`config.mk`:
```
export PLATFORM = sky130hd
export DESIGN_NAME = pcc_engine
export DESIGN_NICKNAME = d
export VERILOG_FILES = /design/src/rtl/pcc_pkg.sv /design/src/rtl/pcc_engine.sv /design/src/rtl/pcc_fifo.sv
export SDC_FILE = /design/constraint.sdc
export NUM_CORES = 1
export LEC_CHECK = 0
export BUFFER_PORTS_ARGS = -buffer_cell sky130_fd_sc_hd__clkbuf_2
export CAP_MARGIN = 20
export CORE_MARGIN = 2
export CORE_UTILIZATION = 35
export CTS_CLUSTER_DIAMETER = 200
export CTS_CLUSTER_SIZE = 12
export DETAILED_ROUTE_END_ITERATION = 10
export GPL_TIMING_DRIVEN = 0
export PLACE_DENSITY = 0.53
export SLEW_MARGIN = 5
export SYNTH_ARGS = -nofsm -noshare
export SYNTH_HDL_FRONTEND = slang
export SYNTH_SLANG_ARGS = --single-unit
```
`constraint.sdc`:
```
create_clock -name clock -period 5.15 [get_ports clock]
set_clock_uncertainty 0.15 [all_clocks]
set_input_delay 0 -clock clock [delete_from_list [all_inputs] [get_ports clock]]
set_output_delay 0 -clock clock [all_outputs]
set_load 0.1 [all_outputs]
```
`src/rtl/pcc_pkg.sv`:
```
// Package for the packet check-code engine: seed, polynomial, group sizes.
// Assumes one clock domain; imported by pcc_engine, not by pcc_fifo.
package pcc_pkg;
  localparam int          CRC_W        = 15;
  localparam logic [14:0] CRC_SEED     = 15'h0010;
  localparam logic [14:0] CRC_POLY     = 15'h4599;
  localparam int          GROUP_BYTES  = 6;
  localparam int          CHECK_BYTES  = 2;
  localparam int          FIFO_DEPTH   = 16;
  localparam int          BYTE_W       = 8;
  localparam logic [2:0]  BIT_LAST     = 3'h7;

  typedef enum logic [1:0] {
    PCC_IDLE = 2'b00,
    PCC_DATA = 2'b01,
    PCC_CHK0 = 2'b10,
    PCC_CHK1 = 2'b11
  } pcc_tx_state_t;

  // Applies one serial bit to the register.
  function automatic logic [14:0] pcc_step(input logic [14:0] crc, input logic din);
    logic       fb;
    logic [14:0] n;
    fb = din ^ crc[14];
    n = {crc[13:0], fb};
    n = n ^ ({15{fb}} & (CRC_POLY & 15'h7ffe));
    return n;
  endfunction
endpackage

```
`src/rtl/pcc_engine.sv`:
```
// Packet check-code engine: receive checker and transmit appender.
// Assumes serial bits arrive one per enable from same-clock shift logic.
// What this block does
// 15-bit CRC over every data bit, link order
// Seed register with only bit 4 set
// Polynomial x15+x14+x10+x8+x7+x4+x3+1, mask 0x4599
// Feedback is input XOR bit 14; taps
// Bit 0 gets feedback; others shift left
// Code valid only after last bit in
// Sent word is register shifted, zero LSB
// Check received groups; accept only on match
// Append own code right after sent data
// High byte bits 14..7; low byte 6..0,0
// Host computes and checks codes too
// Host may use byte table method
// Fresh code after every six read bytes
// Clear reseeds, enable steps, mismatch flags error
`timescale 1ns/1ns
module pcc_engine
  import pcc_pkg::*;
#(
  parameter int GROUP_LEN = GROUP_BYTES
) (
  // Clock and reset
  input  wire logic        clock,
  input  wire logic        rst_n,
  // Receive bit stream
  input  wire logic        rx_clear,
  input  wire logic        rx_bit_en,
  input  wire logic        rx_bit,
  input  wire logic        rx_check,
  // Receive verdict
  output logic             rx_done,
  output logic             rx_ok,
  output logic             rx_error,
  output logic [14:0]      rx_crc,
  // Transmit byte source
  input  wire logic        tx_start,
  input  wire logic        tx_valid,
  output logic             tx_ready,
  input  wire logic [7:0]  tx_data,
  // Transmit serial out
  input  wire logic        tx_bit_en,
  output logic             tx_bit,
  output logic             tx_bit_valid,
  output logic             tx_check_phase
);
  // Receive side
  logic [14:0] rx_crc_reg;
  logic [15:0] rx_sh_reg;
  logic        rx_done_reg;
  logic        rx_ok_reg;
  logic        rx_err_reg;
  logic [14:0] rx_hold_reg;
  wire  [14:0] rx_crc_next = pcc_step(rx_crc_reg, rx_bit);
  // Last 16 bits are the trailing check bytes; code must be taken before them
  logic [14:0] rx_lag_reg [16];
  wire  [14:0] rx_data_crc = rx_lag_reg[15];
  wire         rx_match    = ({rx_data_crc, 1'b0} == rx_sh_reg);

  always_ff @(posedge clock) begin
    if (!rst_n || rx_clear) begin
      rx_crc_reg <= CRC_SEED;
      rx_sh_reg  <= '0;
    end else if (rx_bit_en) begin
      rx_crc_reg <= rx_crc_next;
      rx_sh_reg  <= {rx_sh_reg[14:0], rx_bit};
    end
  end

  genvar g;
  generate
    for (g = 0; g < 16; g++) begin : g_lag
      // Head stage split off so no stage ever names an index below zero
      if (g == 0) begin : g_head
        always_ff @(posedge clock) begin
          if (!rst_n || rx_clear) begin
            rx_lag_reg[g] <= CRC_SEED;
          end else if (rx_bit_en) begin
            rx_lag_reg[g] <= rx_crc_reg;
          end
        end
      end else begin : g_tail
        always_ff @(posedge clock) begin
          if (!rst_n || rx_clear) begin
            rx_lag_reg[g] <= CRC_SEED;
          end else if (rx_bit_en) begin
            rx_lag_reg[g] <= rx_lag_reg[g-1];
          end
        end
      end
    end
  endgenerate

  always_ff @(posedge clock) begin
    if (!rst_n) begin
      rx_done_reg <= 1'b0;
      rx_ok_reg   <= 1'b0;
      rx_err_reg  <= 1'b0;
      rx_hold_reg <= '0;
    end else begin
      rx_done_reg <= rx_check;
      if (rx_check) begin
        rx_ok_reg   <= rx_match;
        rx_err_reg  <= !rx_match;
        rx_hold_reg <= rx_data_crc;
      end else if (rx_clear) begin
        rx_ok_reg  <= 1'b0;
        rx_err_reg <= 1'b0;
      end
    end
  end

  assign rx_done  = rx_done_reg;
  assign rx_ok    = rx_ok_reg;
  assign rx_error = rx_err_reg;
  assign rx_crc   = rx_hold_reg;

  // Transmit side; FIFO decouples byte producer from bit pacing
  logic        f_valid;
  logic        f_ready;
  logic [7:0]  f_data;
  logic        in_rdy;
  // Ready is registered, so it must already count the push it admits
  localparam int OCC_W = $clog2(FIFO_DEPTH) + 1;
  logic             rdy_reg;
  logic [OCC_W-1:0] occ_reg;
  wire              push_acc = tx_valid && rdy_reg && in_rdy;

  pcc_fifo #(.WIDTH(BYTE_W), .DEPTH(FIFO_DEPTH)) u_fifo (
    .clock     (clock),
    .rst_n     (rst_n),
    .in_valid  (push_acc),
    .in_ready  (in_rdy),
    .in_data   (tx_data),
    .out_valid (f_valid),
    .out_ready (f_ready),
    .out_data  (f_data)
  );

  pcc_tx_state_t st_reg;
  pcc_tx_state_t st_next;
  logic [14:0]   tx_crc_reg;
  logic [7:0]    tx_sh_reg;
  logic [2:0]    bit_reg;
  logic [2:0]    byte_reg;
  logic          busy_reg;
  logic          out_bit_reg;
  logic          out_vld_reg;
  logic          chk_reg;

  wire byte_end   = tx_bit_en && busy_reg && (bit_reg == BIT_LAST);
  wire group_full = (byte_reg == 3'(GROUP_LEN - 1));
  wire load_byte  = (st_reg == PCC_DATA) && !busy_reg && f_valid;
  wire [15:0] chk_word = {tx_crc_reg, 1'b0};
  // Check bytes enter the shifter once the data bytes are done
  wire load_chk0  = (st_reg == PCC_CHK0) && !busy_reg;
  wire load_chk1  = (st_reg == PCC_CHK1) && !busy_reg;
  assign f_ready  = load_byte;
  // Fill level after this edge; load_byte is exactly the FIFO pop
  wire [OCC_W-1:0] occ_next = occ_reg + OCC_W'(push_acc) - OCC_W'(load_byte);

  always_comb begin
    st_next = st_reg;
    case (st_reg)
      PCC_IDLE: begin
        if (tx_start) begin
          st_next = PCC_DATA;
        end
      end
      PCC_DATA: begin
        if (byte_end && group_full) begin
          st_next = PCC_CHK0;
        end
      end
      PCC_CHK0: begin
        if (byte_end) begin
          st_next = PCC_CHK1;
        end
      end
      PCC_CHK1: begin
        if (byte_end) begin
          st_next = f_valid ? PCC_DATA : PCC_IDLE;
        end
      end
      default: st_next = PCC_IDLE;
    endcase
  end

  always_ff @(posedge clock) begin
    if (!rst_n) begin
      st_reg <= PCC_IDLE;
      tx_crc_reg <= CRC_SEED;
      tx_sh_reg <= '0;
      bit_reg <= '0;
      byte_reg <= '0;
      busy_reg <= 1'b0;
      out_bit_reg <= 1'b0;
      out_vld_reg <= 1'b0;
      chk_reg <= 1'b0;
      rdy_reg <= 1'b0;
      occ_reg <= '0;
    end else begin
      st_reg <= st_next;
      rdy_reg <= (occ_next != OCC_W'(FIFO_DEPTH));
      occ_reg <= occ_next;
      out_vld_reg <= busy_reg;
      chk_reg <= (st_reg == PCC_CHK0) || (st_reg == PCC_CHK1);
      if (tx_start && st_reg == PCC_IDLE) begin
        tx_crc_reg <= CRC_SEED;
        byte_reg <= '0;
      end
      if (load_byte) begin
        tx_sh_reg <= f_data;
        busy_reg <= 1'b1;
        bit_reg <= '0;
      end else if (load_chk0) begin
        tx_sh_reg <= chk_word[15:8];
        busy_reg <= 1'b1;
        bit_reg <= '0;
      end else if (load_chk1) begin
        tx_sh_reg <= chk_word[7:0];
        busy_reg <= 1'b1;
        bit_reg <= '0;
      end else if (tx_bit_en && busy_reg) begin
        out_bit_reg <= tx_sh_reg[7];
        tx_sh_reg <= {tx_sh_reg[6:0], 1'b0};
        bit_reg <= bit_reg + 3'h1;
        if (st_reg == PCC_DATA) begin
          tx_crc_reg <= pcc_step(tx_crc_reg, tx_sh_reg[7]);
        end
        if (byte_end) begin
          busy_reg <= 1'b0;
          if (st_reg == PCC_DATA) begin
            byte_reg <= group_full ? 3'h0 : byte_reg + 3'h1;
          end
          if (st_reg == PCC_CHK1) begin
            tx_crc_reg <= CRC_SEED;
          end
        end
      end
    end
  end

  assign tx_ready       = rdy_reg;
  assign tx_bit         = out_bit_reg;
  assign tx_bit_valid   = out_vld_reg;
  assign tx_check_phase = chk_reg;
endmodule

```
`src/rtl/pcc_fifo.sv`:
```
// Byte FIFO with valid/ready on both sides.
// Assumes a single clock and synchronous active-low reset.
`timescale 1ns/1ns
module pcc_fifo #(
  parameter int WIDTH = 8,
  parameter int DEPTH = 16
) (
  // Clock and reset
  input  wire logic             clock,
  input  wire logic             rst_n,
  // Fill side
  input  wire logic             in_valid,
  output logic                  in_ready,
  input  wire logic [WIDTH-1:0] in_data,
  // Drain side
  output logic                  out_valid,
  input  wire logic             out_ready,
  output logic [WIDTH-1:0]      out_data
);
  localparam int AW = $clog2(DEPTH);
  logic [WIDTH-1:0] mem [DEPTH];
  logic [AW-1:0]    wr_reg;
  logic [AW-1:0]    rd_reg;
  logic [AW:0]      cnt_reg;
  wire              push = in_valid && in_ready;
  wire              pop  = out_valid && out_ready;

  assign in_ready  = (cnt_reg != (AW+1)'(DEPTH));
  assign out_valid = (cnt_reg != '0);
  assign out_data  = mem[rd_reg];

  always_ff @(posedge clock) begin
    if (push) begin
      mem[wr_reg] <= in_data;
    end
  end

  always_ff @(posedge clock) begin
    if (!rst_n) begin
      wr_reg  <= '0;
      rd_reg  <= '0;
      cnt_reg <= '0;
    end else begin
      if (push) begin
        wr_reg <= wr_reg + 1'b1;
      end
      if (pop) begin
        rd_reg <= rd_reg + 1'b1;
      end
      cnt_reg <= cnt_reg + (AW+1)'(push) - (AW+1)'(pop);
    end
  end
endmodule

```
==> results.txt, run 1 <==
----------------------------------------------------
[Run status]
  Result of the run ... finished clean

[Critical path]
  Total number of cells along the worst setup path ... 15
  Cell family contributing the most delay on the critical path ... adder cells
  Cell type with the highest occurrence count on the critical path ... inv_1
  Kind of launch point of the worst setup path ... register
  Data arrival time at the worst-slack endpoint ... 3.57 ns
  Critical path fanouts, max ... 9
  Category of the critical setup timing path ... reg -> reg
  Kind of end point of the critical path ... register
  Slowest CP cell ... fa_1
  Delay of the slowest cell on the worst path ... 0.41 ns
  Sequence of cells on the critical path ... inv_1 -> ha_1 -> buf_2 -> and2b_1 -> nand2_8 -> inv_1 -> ha_1 -> inv_1 -> ha_1 -> inv_1 -> fa_1 -> nand2b_1 -> a21oi_1 -> xnor2_1 -> o31a_1
  Worst-case reg-to-reg path depth ... 15
  Combined buffer and inverter count along the critical path ... 5
  Data required time at the worst endpoint ... 5.46 ns

[Timing]
  Worst slew margin relative to its limit ... 31.4%
  Highest achievable clock rate ... 307 MHz
  Min cycle time layout ... 3.25 ns
  Final-report max-slew violation count ... 0
  Actual slew at the worst max-slew pin ... 1.03 ns
  RSZ-0062 raised after global routing ... no
  Fraction of the cycle the final worst path needs ... 63.2%
  Hold Violations, Final ... 0
  Setup violators final ... 0

[Clock tree]
  Setup fix buffers added after clock tree synthesis ... 0
  CTS tree ... done
  Insertion delay to the later sink of the worst-skew pair ... 0.58 ns
  Clock Sink Count ... 475
  Inserted Clock Buffers ... 45
  Library cell used as clock root buffer ... clkbuf_16
  Clock Path Buffers ... 3
  Number of levels the H-tree was split into ... 2
  Post-CTS clock slew at the launch and capture registers of the worst setup and hold paths ... 0.06 ns

[Route]
  Count of vias placed by the detailed router ... 10534
  Remaining DRCs ... 0
  Overall routed net length ... 37700 um
  Detail-routed via count per cell ... 4.92
  Number of detailed-routing iterations run before antenna repair ... 4
  Avg WL per Cell ... 17.6 um
  Initial detailed-routing violation count ... 684
  Number of routed nets with antenna violations ... 0

[Logic synthesis]
  Yosys cell types ... 67
  Mean cell area of the mapped netlist ... 14.4 um2
  YS warnings ... 0
  Dominant cells by area after synthesis ... edfxtp_1, dfxtp_1, and3_1
  Fraction of the yosys area taken by sequential cells ... 70.0%
  Share of synthesized registers carrying an async set or reset ... 0%
  Synthesized instance count ... 1306
  Number of synthesized flops with an enable pin ... 368
  Top cell types by occurrence after synthesis ... edfxtp_1, and3_1, dfxtp_1, nor2_1, clkbuf_1
  Dominant cell type by area after synthesis ... edfxtp_1
  Main flop type after synthesis ... edfxtp_1
  Number of nets produced by synthesis ... 1348
  Area of the mapped netlist ... 18900 um2
  Flip-flop and latch count after synthesis ... 475
  Most common cell in the synthesized netlist ... edfxtp_1
  Post-synth top area share ... 58.6%

[Finish]
  Total area of multi-input combinational cells ... 5160 um2
  Filler Cell Count ... 4948
  Share of cells above drive strength 1 ... 11.3%
  Inserted Diodes ... 0
  Design area ... 21500 um2
  Max FFs per register ... 240
  Layout-stage area growth over the synthesis result ... 14.2%
  Nets@finish ... 1458
  Area of all sequential standard cells ... 13200 um2

[Global route]
  Initial antenna violation count ... 0
  Grt ovf ... 0
  Pin count of the biggest net entering global routing ... 44
  Via count of the first global-routing pass ... 10558
  First-pass GRT wire length ... 59800 um
  GRT Util Overall ... 13.7%

[Placed design]
  # port buffers ... 35
  HPWL Detailed ... 25600 um
  Final GP Congestion ... 0.802
  Area after detailed placement ... 20100 um2

[Pwr]
  Switching share of total power ... 26.7%
  Total power consumption of the routed design ... 0.00886 W
  VDD IR max ... 0.246 mV
  Combinational power share ... 15.8%
  Cell Pwr Density ... 412 nW/um2
  Internal power ... 0.00650 W
  Sw Pwr ... 0.00237 W
  Pleak ... 8.68 nW
  Fraction of power consumed by sequential logic ... 50.0%
  Portion of total power attributed to the clock network ... 34.2%

[Die]
  Height of the die ... 236 um
  Total number of placement rows ... 85
  Core Area ... 53500 um2
  Starting utilization of the core area ... 35.3%
  I/O pin total ... 39
  Die Wd ... 236 um
  Total Die Area ... 55800 um2

[Worst hold path]
  Worst hold path stage count ... 4
  Path class of the lowest-slack min-delay path ... in -> reg

[Job]
  Max-cap viol count ... 0

----------------------------------------------------
==> through the flow <==
stage | setup WS [ns] | utilization [%] | hold WS, ns | TNS [ns] | std cells
2_1_floorplan | 0.317 | - | -0.0511 | 0 | 1306
3_3_place_gp | -1.82 | 37.2 | 0.204 | -431.07 | 2037
3_5_place_dp | 1.91 | 37.5 | 0.213 | 0 | 2046
4_1_cts | 1.88 | 40.3 | 0.140 | 0 | 2142
5_1_grt | 1.62 | 40.3 | 0.236 | 0 | 2142
6_report | 1.90 | 40.3 | 0.167 | 0 | 2142
==> repair_timing <==
| action | in CTS | in global routing |
|---|---|---|
| endpoints found under the setup margin | 0 | 0 |
| gates resized for setup | 0 | 0 |
| hold endpoints to repair | 177 | 0 |
| hold buffers | 19 | 0 |
==> logic make-up after synthesis <==
family | share of synthesized area, %
AO/OA/AOI/OAI | 3.49
XOR/XNOR | 2.08
adder cells (fa/ha/maj) | 1.74
buffers and inverters | 2.77
flip-flops | 70.0
multiplexers | 6.68
AND/OR/NAND/NOR | 13.3
==> worst paths after layout <==
path	startpoint	end	slack [ns]
max	st_reg[1]	tx_ready	1.90
min	rx_bit	rx_sh_reg[0]	0.17
max reg2reg	st_reg[1]	tx_ready	1.90
min reg2reg	rx_crc_reg[12]	rx_crc_reg[12]	0.29
==> layer usage <==
layer	share of wire [%]	up-vias	global-route usage, %	wire length, um
met1	45	5221	17.7	16900
met5	0	-	0	0
met2	49	158	23.5	18600
li1	-	5096	-	-
met4	2.3	0	4.48	879
met3	3.5	59	2.09	1320
==> tightest hold or removal path, cell delays in order <==
cell and delay [ns]:
dlygate4sd3_1 0.52, clkbuf_2 0.17, mux2i_1 0.09, nor2_1 0.07
==> power by group through the flow <==
| stage | Sequential [W] | Clock, W | Combinational [W] |
|---|---|---|---|
| final | 0.00443 | 0.00303 | 0.00140 |
| after global routing | 0.00445 | 0.00327 | 0.00158 |
| after CTS | 0.00444 | 0.00312 | 0.00142 |
| after detailed placement | 0.00452 | 0 | 0.00139 |
| after global placement | 0.00453 | 0 | 0.00137 |
| after floorplan | 0.00457 | 0 | 0.000973 |
==> layout by cell type, fill, tap and decap left out, types with 5 or more instances in the layout <==
cell type      instances
o211ai_1               6
or3_1                 16
xnor2_1               19
nor3_1                 9
inv_1                 29
mux2i_1               64
buf_12                 6
xor2_1                22
nand2b_1               9
edfxtp_1             368
a21oi_1               28
mux4_2                25
nor2_1                81
clkbuf_16             45
a22oi_1               16
clkbuf_2              36
ha_1                  23
nand3_1               27
mux2_2                 5
nor3_2                 5
buf_2                 18
a21o_1                 9
o21ai_0                9
clkbuf_1              94
dlygate4sd3_1         19
dfxtp_1              107
and3_1               227
nor4_1                 6
nand2_1               40
==> area by class of cell <==
| cell class | instances | share of cell area [%] |
|---|---|---|
| buffer | 93 | 1.88 |
| timing repair buffer | 63 | 2.36 |
| tap | 696 | 4.04 |
| multi-input combinational | 707 | 24.0 |
| clock inverter | 4 | 0.209 |
| sequential | 475 | 61.3 |
| clock buffer | 73 | 5.72 |
| inverter | 31 | 0.558 |
Note: power is estimated with default switching activity, not from simulation.
==> run 2, diff against run 1 <==
ABC_AREA = 1   (was default)
clock period = 2.84 ns   (was 5.15 ns; I/O delays follow)
==> run 2 against run 1 <==
  * Flip-flop and latch count unchanged
  * Worst setup slack lost 1.8 ns
  * Synthesized cell count rose by 42%
  * Wire length grew 4.6%
  * Sequential power rose by 81%
  * Die area is 2.5% higher
  * Largest power group unchanged
  * Highest routed layer unchanged
==> results.txt, run 2 <==
----------------------------------------------------
[Die]
  Total number of placement rows ... 86 (+1.2%)
  Die Wd ... 239 um (+1.3%)
  Total Die Area ... 57200 um2 (+2.5%)
  Starting utilization of the core area ... 35.2% (about the same)
  Core Area ... 54900 um2 (+2.6%)
  I/O pin total ... 39 (unchanged)
  Height of the die ... 239 um (+1.3%)

[Critical path]
  Critical path fanouts, max ... 8 (-1)
  Category of the critical setup timing path ... reg -> reg
  Kind of launch point of the worst setup path ... register
  Data required time at the worst endpoint ... 2.89 ns (-2.57 ns)
  Data arrival time at the worst-slack endpoint ... 2.79 ns (-0.78 ns)
  Kind of end point of the critical path ... register

[Logic synthesis]
  Proportion of synthesized area in mux cells ... 0% (-6.7 points)
  Dominant cells by area after synthesis ... edfxtp_1, dfxtp_1, inv_1
  Area of the mapped netlist ... 19300 um2 (+2.6%)
  Simple logic cell fraction of the synthesized area ... 15.5% (+2.2 points)
  Area share of fa/ha/maj cells after synthesis ... 1.69% (-0.044 points)
  Share of synthesized registers carrying an async set or reset ... 0% (unchanged)
  Synthesized instance count ... 1855 (+42%)
  Main flop type after synthesis ... edfxtp_1
  Post-synth top area share ... 57.1% (-1.5 points)
  Fraction of the yosys area taken by sequential cells ... 68.2% (-1.8 points)
  Number of nets produced by synthesis ... 1897 (+41%)
  Post-synthesis xor/xnor area fraction ... 0.724% (-1.4 points)
  Yosys cell types ... 35 (-48%)
  Most common cell in the synthesized netlist ... inv_1
  Share of the synthesized area in compound gates (AO/OA/AOI/OAI) ... 4.35% (+0.86 points)
  Top cell types by occurrence after synthesis ... inv_1, edfxtp_1, nor2_1, nand2_1, dfxtp_1
  Mean cell area of the mapped netlist ... 10.4 um2 (-28%)
  Dominant cell type by area after synthesis ... edfxtp_1
  Number of synthesized flops with an enable pin ... 368 (unchanged)
  Combinational family with the most area after synthesis ... simple AND/OR/NAND/NOR gates
  YS warnings ... 0 (unchanged)
  Flip-flop and latch count after synthesis ... 475 (unchanged)

[Timing]
  Highest achievable clock rate ... 365 MHz (+19%)
  Setup TNS ... 0 ns (unchanged)
  Actual slew at the worst max-slew pin ... 0.976 ns (-0.0495 ns)
  Final-report max-slew violation count ... 0 (unchanged)
  Minimum setup slack in the final design ... 0.0969 ns (-1.80 ns)
  Worst slew margin relative to its limit ... 34.7% (+3.3 points)
  Setup violators final ... 0 (unchanged)
  Fraction of the cycle the final worst path needs ... 96.6% (+33 points)
  Hold Violations, Final ... 0 (unchanged)
  Min cycle time layout ... 2.74 ns (-0.512 ns)

[Global route]
  Via count of the first global-routing pass ... 11957 (+13%)
  First-pass GRT wire length ... 62500 um (+4.6%)
  GRT Util Overall ... 13.9% (+0.24 points)
  Initial antenna violation count ... 0 (unchanged)
  Pin count of the biggest net entering global routing ... 128 (+190%)
  Grt ovf ... 0 (unchanged)

[Clock tree]
  Post-CTS clock slew at the launch and capture registers of the worst setup and hold paths ... 0.06 ns (about the same)
  Number of levels the H-tree was split into ... 2 (unchanged)
  CTS tree ... done
  Clock Path Buffers ... 3 (unchanged)
  Insertion delay to the later sink of the worst-skew pair ... 0.57 ns (about the same)
  Library cell used as clock root buffer ... clkbuf_16
  Clock Sink Count ... 475 (unchanged)
  Inserted Clock Buffers ... 45 (unchanged)

[Finish]
  Nets@finish ... 2014 (+38%)
  Filler Cell Count ... 5363 (+8.4%)
  Leading cell type in the layout, fill and taps excluded ... inv_1
  Inserted Diodes ... 0 (unchanged)
  Max FFs per register ... 240 (unchanged)
  Non-filler cells, final ... 2702 (+26%)
  Share of cells above drive strength 1 ... 9.31% (-2.0 points)
  Design area ... 22100 um2 (+2.8%)
  Most frequent cells in the layout ... inv_1, edfxtp_1, nor2_1
  Layout-stage area growth over the synthesis result ... 14.4%
  Total area of multi-input combinational cells ... 4390 um2 (-15%)
  Area of all sequential standard cells ... 13200 um2 (about the same)

[Pwr]
  Fraction of power consumed by sequential logic ... 48.4% (-1.6 points)
  Internal power ... 0.0119 W (+82%)
  VDD IR max ... 0.407 mV (+66%)
  Cell Pwr Density ... 751 nW/um2 (+83%)
  Combinational power share ... 18.4% (+2.6 points)
  Switching share of total power ... 28.7% (+2.0 points)
  Portion of total power attributed to the clock network ... 33.2% (-1.0 points)
  Sw Pwr ... 0.00477 W (+100%)
  Pleak ... 8.58 nW (-1.2%)

[Placed design]
  HPWL Detailed ... 25500 um (-0.56%)
  Final GP Congestion ... 0.850 (+6.0%)
  # port buffers ... 38 (+8.6%)
  Pre-CTS setup slack ... -0.570 ns (-2.48 ns)
  Placed Cells incl. Taps ... 2598 (+27%)
  Area after detailed placement ... 20500 um2 (+2.0%)

[Route]
  Detail-routed via count per cell ... 4.48 (-8.9%)
  Number of routed nets with antenna violations ... 0 (unchanged)
  Overall routed net length ... 39400 um (+4.6%)
  Initial detailed-routing violation count ... 754 (+10%)
  Number of detailed-routing iterations run before antenna repair ... 5 (+1)
  Avg WL per Cell ... 14.6 um (-17%)
  Count of vias placed by the detailed router ... 12110 (+15%)
  Remaining DRCs ... 0 (unchanged)

[Worst hold path]
  Path class of the lowest-slack min-delay path ... in -> reg

[Job]
  Max-cap viol count ... 0 (unchanged)

[Run status]
  Result of the run ... finished clean

----------------------------------------------------
[run 2: cell count changes in the layout (fill, tap and decap cells not counted), moves of 16 or more]
| cell | change |
|---|---|
| nand2_1 | +237 |
| o21ai_0 | +45 |
| a22oi_1 | -16 |
| or3_1 | -16 |
| mux4_2 | -25 |
| nor2_1 | +228 |
| mux2i_1 | -64 |
| clkbuf_1 | -43 |
| o22ai_1 | +27 |
| and3_1 | -226 |
| nand3_1 | +74 |
| inv_1 | +345 |
[run 2: critical path, cell delays in order (launching register included)]
cell     delay (ns)
dfxtp_2        0.34
inv_2          0.05
ha_4           0.15
nand4_1        0.10
nand2_1        0.21
inv_1          0.25
nand2_1        0.28
nor2_1         0.83
[run 2: power by group through the flow]
stage / Clock, W / Combinational, W / Sequential [W]
2_1_floorplan: 0 / 0.00184 / 0.00835
3_3_place_gp: 0 / 0.00276 / 0.00817
3_5_place_dp: 0 / 0.00282 / 0.00817
4_1_cts: 0.00570 / 0.00294 / 0.00803
5_1_grt: 0.00595 / 0.00346 / 0.00808
6_report: 0.00552 / 0.00307 / 0.00804
[run 2: area by class of cell]
type,count,area share [%]
clock inverter,3,0.198
inverter,385,6.55
clock buffer,70,5.61
sequential,475,59.6
tap,704,3.98
timing repair buffer,70,2.27
multi-input combinational,924,19.8
buffer,71,1.95
[run 2: metrics by stage]
step	utilization [%]	total power (W)	hold slack, ns
after floorplan	-	0.0102	-0.0511
after global placement	37.2	0.0109	0.100
after detailed placement	37.3	0.0110	0.111
after CTS	40.1	0.0167	0.154
after global routing	40.3	0.0175	0.205
final	40.3	0.0166	0.189
[run 2: cell families (layout without fill, tap and decap cells)]
logic type               count (synthesis)  in the layout
buffers and inverters                  456            599
flip-flops                             475            475
AND/OR/NAND/NOR                        734            734
XOR/XNOR                                16             16
AO/OA/AOI/OAI                          149            149
adder cells (fa/ha/maj)                 25             25
[run 2: path summary, 6_finish.rpt]
path                           from           endpoint  slack, ns  cells past startpoint
hold reg to reg        tx_sh_reg[3]       tx_sh_reg[3]       0.32                      2
setup reg to reg  u_fifo.cnt_reg[3]  u_fifo.mem[12][4]        0.1                      7
hold / removal             rx_check          rx_crc[0]       0.19                      5
setup / recovery  u_fifo.cnt_reg[3]  u_fifo.mem[12][4]        0.1                      7
[run 2: timing repair]
item	CTS	global route
gates resized for setup	13	17
endpoints found under the setup margin	7	19
hold buffers	21	0
endpoints found under the hold margin	202	0
pin swaps	3	7
setup buffers	3	7
[run 2: per-layer routing]
layer	wire length [um]	global-route usage (%)	vias to the layer above
li1	-	-	6119
met1	18100	18.2	5753
met2	18900	23.7	180
met3	1570	2.40	58
met4	832	4.11	0
met5	0	0	-
